<file path="config.mk">
export PLATFORM = sky130hd
export DESIGN_NAME = octal_bus_transceiver_register
export DESIGN_NICKNAME = d
export VERILOG_FILES = /design/src/xcvr_pkg.sv /design/src/octal_bus_transceiver_register.sv /design/src/pin_sync.sv /design/src/log_fifo.sv
export SDC_FILE = /design/constraint.sdc
export NUM_CORES = 1
export LEC_CHECK = 0
export ABC_AREA = 0
export BUFFER_PORTS_ARGS = -buffer_cell sky130_fd_sc_hd__buf_2
export CAP_MARGIN = 10
export CORE_MARGIN = 3
export CORE_UTILIZATION = 27
export DETAILED_ROUTE_END_ITERATION = 8
export SYNTH_ARGS = -nofsm -noshare
export SYNTH_HDL_FRONTEND = slang
export SYNTH_SLANG_ARGS = --single-unit
export TNS_END_PERCENT = 1
</file>
<file path="constraint.sdc">
create_clock -name sys_clk -period 4.6 [get_ports sys_clk]
set_clock_uncertainty 0.15 [all_clocks]
set_input_delay 0.23 -clock sys_clk [delete_from_list [all_inputs] [get_ports sys_clk]]
set_output_delay 0.23 -clock sys_clk [all_outputs]
set_load 0.005 [all_outputs]
</file>
<file path="src/xcvr_pkg.sv">
// constants shared by the bus transceiver and its capture log
// assumes nothing beyond a single system clock domain
package xcvr_pkg;
   localparam int DATA_W = 8;
   localparam int LOG_DEPTH = 16;
   // capture log word: {a_captured, b_captured, port_a, port_b}
   localparam int LOG_W = 2 * DATA_W + 2;
   localparam int LOG_A_FLAG = LOG_W - 1;
   localparam int LOG_B_FLAG = LOG_W - 2;
   // synchronised pin bundle layout
   localparam int PIN_A_LSB = 0;
   localparam int PIN_B_LSB = DATA_W;
   localparam int PIN_CAP_A = 2 * DATA_W;
   localparam int PIN_CAP_B = 2 * DATA_W + 1;
   localparam int PIN_EN_N = 2 * DATA_W + 2;
   localparam int PIN_DIR = 2 * DATA_W + 3;
   localparam int PIN_SEL_B = 2 * DATA_W + 4;
   localparam int PIN_SEL_A = 2 * DATA_W + 5;
   localparam int PIN_W = 2 * DATA_W + 6;
   // reset value of the pin bundle: enable held inactive (high)
   localparam logic [PIN_W-1:0] PIN_RESET = 22'h04_0000;
   localparam logic [DATA_W-1:0] REG_RESET = 8'h00;
endpackage : xcvr_pkg

</file>
<file path="src/octal_bus_transceiver_register.sv">
// octal bus transceiver with a capture register per side, clocked by sys_clk
// assumes every pin input is asynchronous; capture clocks are sampled pins
`timescale 1ns/1ps
module octal_bus_transceiver_register #(
   parameter int DATA_W = xcvr_pkg::DATA_W,
   parameter int LOG_DEPTH = xcvr_pkg::LOG_DEPTH
) (
   // clock and reset
   input wire logic sys_clk,
   input wire logic rst,
   // port a, split into three signals
   input wire logic [DATA_W-1:0] port_a_in,
   output logic [DATA_W-1:0] port_a_out,
   output logic port_a_oe_n,
   // port b, split into three signals
   input wire logic [DATA_W-1:0] port_b_in,
   output logic [DATA_W-1:0] port_b_out,
   output logic port_b_oe_n,
   // control pins
   input wire logic output_enable_n,
   input wire logic direction,
   input wire logic b_output_source_select,
   input wire logic a_output_source_select,
   input wire logic a_capture_clock,
   input wire logic b_capture_clock,
   // stored register contents
   output logic [DATA_W-1:0] a_register,
   output logic [DATA_W-1:0] b_register,
   // capture log stream
   output logic log_valid,
   input wire logic log_ready,
   output logic [xcvr_pkg::LOG_W-1:0] log_data,
   output logic log_in_ready,
   output logic log_overflow
);
   logic [xcvr_pkg::PIN_W-1:0] pins_async;
   logic [xcvr_pkg::PIN_W-1:0] pins;
   logic [DATA_W-1:0] live_a;
   logic [DATA_W-1:0] live_b;
   logic cap_a_prev;
   logic cap_b_prev;
   logic cap_a_rise;
   logic cap_b_rise;
   logic drive_a;
   logic drive_b;
   logic [DATA_W-1:0] next_a_register;
   logic [DATA_W-1:0] next_b_register;
   logic [DATA_W-1:0] next_port_a_out;
   logic [DATA_W-1:0] next_port_b_out;
   logic next_port_a_oe_n;
   logic next_port_b_oe_n;
   logic next_log_overflow;
   logic [xcvr_pkg::LOG_W-1:0] log_word;
   logic log_push;

   // all pins cross as one bundle so data and capture clocks stay aligned
   assign pins_async = {a_output_source_select, b_output_source_select, direction,
                        output_enable_n, b_capture_clock, a_capture_clock,
                        port_b_in, port_a_in};

   pin_sync #(
      .W(xcvr_pkg::PIN_W),
      .RESET_VAL(xcvr_pkg::PIN_RESET)
   ) u_pin_sync (
      .sys_clk(sys_clk),
      .rst(rst),
      .async_in(pins_async),
      .sync_out(pins)
   );

   // live port values as seen at the pins, including our own driven value
   assign live_a = pins[xcvr_pkg::PIN_A_LSB +: DATA_W];
   assign live_b = pins[xcvr_pkg::PIN_B_LSB +: DATA_W];

   // edge detect on the synchronised capture clocks; pulses shorter than one sys_clk period may be missed
   assign cap_a_rise = pins[xcvr_pkg::PIN_CAP_A] && !cap_a_prev;
   assign cap_b_rise = pins[xcvr_pkg::PIN_CAP_B] && !cap_b_prev;

   // direction decode: the two drive terms are exclusive by construction
   assign drive_b = !pins[xcvr_pkg::PIN_EN_N] && pins[xcvr_pkg::PIN_DIR];
   assign drive_a = !pins[xcvr_pkg::PIN_EN_N] && !pins[xcvr_pkg::PIN_DIR];

   // capture registers ignore enable and direction entirely
   always_comb begin
      next_a_register = a_register;
      next_b_register = b_register;
      if (cap_a_rise) begin
         next_a_register = live_a;
      end
      if (cap_b_rise) begin
         next_b_register = live_b;
      end
   end

   // output muxes; a disabled side is floated and its data held low
   always_comb begin
      next_port_b_oe_n = !drive_b;
      next_port_a_oe_n = !drive_a;
      next_port_b_out = '0;
      next_port_a_out = '0;
      if (drive_b) begin
         next_port_b_out = pins[xcvr_pkg::PIN_SEL_B] ? a_register : live_a;
      end
      if (drive_a) begin
         next_port_a_out = pins[xcvr_pkg::PIN_SEL_A] ? b_register : live_b;
      end
   end

   // capture log: one word per cycle with any capture edge
   assign log_word = {cap_a_rise, cap_b_rise, live_a, live_b};
   assign log_push = cap_a_rise || cap_b_rise;

   // a full log never blocks capture; the loss is flagged sticky instead
   always_comb begin
      next_log_overflow = log_overflow || (log_push && !log_in_ready);
   end

   always_ff @(posedge sys_clk or posedge rst) begin
      if (rst) begin
         cap_a_prev <= 1'b0;
         cap_b_prev <= 1'b0;
         a_register <= xcvr_pkg::REG_RESET;
         b_register <= xcvr_pkg::REG_RESET;
         port_a_out <= '0;
         port_b_out <= '0;
         port_a_oe_n <= 1'b1;
         port_b_oe_n <= 1'b1;
         log_overflow <= 1'b0;
      end else begin
         cap_a_prev <= pins[xcvr_pkg::PIN_CAP_A];
         cap_b_prev <= pins[xcvr_pkg::PIN_CAP_B];
         a_register <= next_a_register;
         b_register <= next_b_register;
         port_a_out <= next_port_a_out;
         port_b_out <= next_port_b_out;
         port_a_oe_n <= next_port_a_oe_n;
         port_b_oe_n <= next_port_b_oe_n;
         log_overflow <= next_log_overflow;
      end
   end

   log_fifo #(
      .W(xcvr_pkg::LOG_W),
      .DEPTH(LOG_DEPTH)
   ) u_log_fifo (
      .sys_clk(sys_clk),
      .rst(rst),
      .in_valid(log_push),
      .in_ready(log_in_ready),
      .in_data(log_word),
      .out_valid(log_valid),
      .out_ready(log_ready),
      .out_data(log_data)
   );
endmodule : octal_bus_transceiver_register

</file>
<file path="src/pin_sync.sv">
// two-flop synchroniser for a bundle of asynchronous pin inputs
// assumes each bit is an independent level; words are re-aligned by the user
`timescale 1ns/1ps
module pin_sync #(
   parameter int W = 1,
   parameter logic [W-1:0] RESET_VAL = '0
) (
   // clock and reset
   input wire logic sys_clk,
   input wire logic rst,
   // pins in, synchronised out
   input wire logic [W-1:0] async_in,
   output logic [W-1:0] sync_out
);
   logic [W-1:0] meta;
   logic [W-1:0] next_meta;
   logic [W-1:0] next_sync_out;

   // first stage feeds only the second stage
   always_comb begin
      next_meta = async_in;
      next_sync_out = meta;
   end

   always_ff @(posedge sys_clk or posedge rst) begin
      if (rst) begin
         meta <= RESET_VAL;
         sync_out <= RESET_VAL;
      end else begin
         meta <= next_meta;
         sync_out <= next_sync_out;
      end
   end
endmodule : pin_sync

</file>
<file path="src/log_fifo.sv">
// capture log fifo with registered read data and valid/ready on both sides
// assumes the drain side may stall; in_ready falls honestly when full
`timescale 1ns/1ps
module log_fifo #(
   parameter int W = 18,
   parameter int DEPTH = 16
) (
   // clock and reset
   input wire logic sys_clk,
   input wire logic rst,
   // fill side
   input wire logic in_valid,
   output logic in_ready,
   input wire logic [W-1:0] in_data,
   // drain side
   output logic out_valid,
   input wire logic out_ready,
   output logic [W-1:0] out_data
);
   localparam int AW = $clog2(DEPTH);
   logic [W-1:0] mem [DEPTH];
   logic [AW-1:0] wptr;
   logic [AW-1:0] rptr;
   logic [AW:0] cnt;
   logic [AW-1:0] next_wptr;
   logic [AW-1:0] next_rptr;
   logic [AW:0] next_cnt;
   logic next_out_valid;
   logic [W-1:0] next_out_data;
   logic push;
   logic pop;

   // pointer and count arithmetic; the output register is an extra slot
   always_comb begin
      in_ready = (cnt != (AW+1)'(DEPTH));
      push = in_valid && in_ready;
      pop = (cnt != '0) && (!out_valid || out_ready);
      next_wptr = push ? wptr + 1'b1 : wptr;
      next_rptr = pop ? rptr + 1'b1 : rptr;
      next_cnt = cnt + (AW+1)'(push) - (AW+1)'(pop);
      next_out_valid = pop ? 1'b1 : (out_ready ? 1'b0 : out_valid);
      next_out_data = pop ? mem[rptr] : out_data;
   end

   // storage array needs no reset
   always_ff @(posedge sys_clk) begin
      if (push) begin
         mem[wptr] <= in_data;
      end
   end

   always_ff @(posedge sys_clk or posedge rst) begin
      if (rst) begin
         wptr <= '0;
         rptr <= '0;
         cnt <= '0;
         out_valid <= 1'b0;
         out_data <= '0;
      end else begin
         wptr <= next_wptr;
         rptr <= next_rptr;
         cnt <= next_cnt;
         out_valid <= next_out_valid;
         out_data <= next_out_data;
      end
   end
endmodule : log_fifo

</file>
==> impl_metrics.json <==
{
  "status": "finished clean",
  "ys_seq_elements": 401,
  "core_sq_um": 54130,
  "post_cts_buffers": 0,
  "cts_resized": 0,
  "hold_class": "reg2reg",
  "synth-adder-area-share_pct": 1.062,
  "core.rowCount": 85,
  "nets": 879,
  "hold_ws_ps": 192.4,
  "fin_crit_ps": 3144,
  "synthXorXnorAreaFrac_pct": 0.5900,
  "p_leak_uw": 0.006366,
  "ir_drop_uv": 388.2,
  "hpwl_um": 18380,
  "synth_edf_count": 288,
  "hold_depth": 0,
  "clock_sinks": 401,
  "total_power_uw": 10150,
  "clkLatencyLatePin_ps": 520,
  "rsz0062_at_grt": "false",
  "die_w_um": 240.5,
  "synthArstFlopShare_pct": 28.18,
  "synth_mux_area_share_pct": 14.51,
  "fillCellCount": 5077,
  "setup_tns_ps": 0,
  "seq_area_frac_synth_pct": 77.34,
  "synth_nets": 754,
  "synthCells": 717,
  "endpoint_kind": "register",
  "finalNonFillerCells": 1568,
  "max_freq_ghz": 0.3181,
  "grt-ovfl-total": 0,
  "die_h_um": 240.5,
  "drv_cap": 0,
  "clk_pin_slew_ps": 60,
  "finalWeightedCongestion": 0.7824,
  "reg2reg_depth": 4,
  "placedCellCount": 1473,
  "grt_start_max_net_pins": 80,
  "critPathLaunchType": "register",
  "ios": 80,
  "via_count": 7000,
  "port_buffers": 79,
  "grt_first_pass_wirelength_um": 46020,
  "cts_buffers": 39,
  "h-tree-depth": 2,
  "avgViaCountPerCell": 4.464,
  "synthesis.area_sq_um": 14840,
  "synth_top_area_share_pct": 58.26,
  "remaining_drc_errors": 0,
  "powerDensity_nw_per_um2": 577.6,
  "slew_headroom_pct": 24.46,
  "wl_per_cell_um": 19.13,
  "placed_area_sq_um": 16070,
  "drive_above_1_share_pct": 29.47,
  "setup_violations": 0,
  "required_ps": 4580,
  "cts_max_path_buffers": 3,
  "synth_compound_area_share_pct": 2.832,
  "ys_types": 34,
  "synth_top_area_cell": "edfxtp_1",
  "initial_core_util_pct": 27.42,
  "yosysMostFrequentCell": "edfxtp_1",
  "synth_top_family_by_area": "multiplexers",
  "slew_violations": 0,
  "final_area_sq_um": 17580,
  "tritoncts": "done",
  "cts_hold_buf": 24,
  "synthTopCellsByArea": "edfxtp_1 (58%), dfrtp_1 (18%), mux4_2 (11%), mux2i_1 (2.2%), mux2_2 (1.2%)",
  "syn_avg_cell_area_sq_um": 20.70,
  "grt_pass1_vias": 7348,
  "grt_usage_pct": 10.48,
  "synth_simple_gate_area_share_pct": 1.947,
  "ant_nets": 0,
  "layout_worst_path_cycle_share_pct": 68.34,
  "area_growth_pct": 18.41,
  "path_max_fanout": 18,
  "ys.flop_type": "edfxtp_1",
  "arrival_ps": 3130,
  "firstDrtPassIters": 5,
  "die_area_sq_um": 57830,
  "antenna_found_initial": 1,
  "hold_viol": 0,
  "drt_iter0_drc": 670,
  "path_class": "reg2reg",
  "synth_commonest_cells": "edfxtp_1 (288), dfrtp_1 (109), mux4_2 (73), mux2i_1 (33), inv_1 (22)",
  "drt-total-wl_um": 29990,
  "clock-root-buffer": "clkbuf_16",
  "antenna_cells": 0,
  "worst_pin_slew_ps": 1133,
  "ys_warn_count": 0
}
routing by layer:
metal | vias to the layer above | GRT usage, % | routed length, um
li1 | 3083 | - | -
met1 | 3694 | 15.25 | 13930
met2 | 179 | 16.35 | 13970
met3 | 44 | 2.042 | 1562
met4 | 0 | 2.313 | 532
met5 | - | 0 | 0
kinds of logic after synthesis:
family	count (synthesis)
flip-flops	401
multiplexers	122
AO/OA/AOI/OAI	60
buffers and inverters	56
AND/OR/NAND/NOR	56
adder cells (fa/ha/maj)	12
XOR/XNOR	10
path summary, 6_finish.rpt:
| check | startpoint | to | slack [ps] |
|---|---|---|---|
| setup / recovery | cap_b_prev | u_log_fifo.mem[0][3] | 1460 |
| hold / removal | u_pin_sync.meta[5] | u_pin_sync.sync_out[5] | 190 |
| setup reg to reg | cap_b_prev | u_log_fifo.mem[0][3] | 1460 |
| hold reg to reg | u_pin_sync.meta[5] | u_pin_sync.sync_out[5] | 190 |
| max in group asynchronous | rst | u_pin_sync.sync_out[12] | 2880 |
| min in group asynchronous | rst | u_pin_sync.meta[1] | 360 |
placed cells by master, fill, tap and decap left out, drive strengths merged, types with 8 or more instances in the layout:
master	netlist	layout
a211oi	17	17
o22ai	17	17
buf	19	94
mux2	16	16
ha	11	11
and2	12	12
mux4	73	73
inv	22	23
xnor2	8	8
clkbuf	15	55
dlygate4sd3	0	24
mux2i	33	33
a21o	20	20
nor2	20	20
nand2	10	10
edfxtp	288	288
clkinv	0	13
dfrtp	109	109
layout make-up:
class | instances | area [sq um] | area share, %
Clock buffer | 55 | 1140 | 6.485
Multi-Input combinational cell | 260 | 3119 | 17.75
Inverter | 22 | 85.08 | 0.4841
Clock inverter | 16 | 127.6 | 0.7261
Tap cell | 696 | 870.8 | 4.954
Sequential cell | 401 | 11490 | 65.35
Timing Repair Buffer | 118 | 748.2 | 4.257
registers in the layout (all words and copies together) (netlist names), 4 cells and up:
signal,cells
u_pin_sync.sync_out,22
u_log_fifo.wptr,4
u_pin_sync.meta,22
a_register,8
port_a_out,8
u_log_fifo.cnt,5
u_log_fifo.out_data,18
port_b_out,8
u_log_fifo.rptr,4
u_log_fifo.mem,288
b_register,8
metrics by stage:
| step | utilization (%) | setup WS, ps |
|---|---|---|
| after floorplan | - | 1239 |
| after global placement | 29.68 | 1575 |
| after detailed placement | 29.68 | 1418 |
| after CTS | 32.47 | 1411 |
| after global routing | 32.47 | 1217 |
| final | 32.47 | 1456 |
power by group:
| part | switching (uW) | total, uW | internal [uW] |
|---|---|---|---|
| clock | 1280 | 3120 | 1840 |
| combinational | 1140 | 2290 | 1160 |
| sequential | 416 | 4740 | 4320 |
critical path, stage by stage, from the launching register on:
cell and delay [ps]:
dfrtp_1 350, nand2b_1 400, a21oi_2 520, nor3b_1 430, and2_1 900
Note: power is estimated with default switching activity, not from simulation.
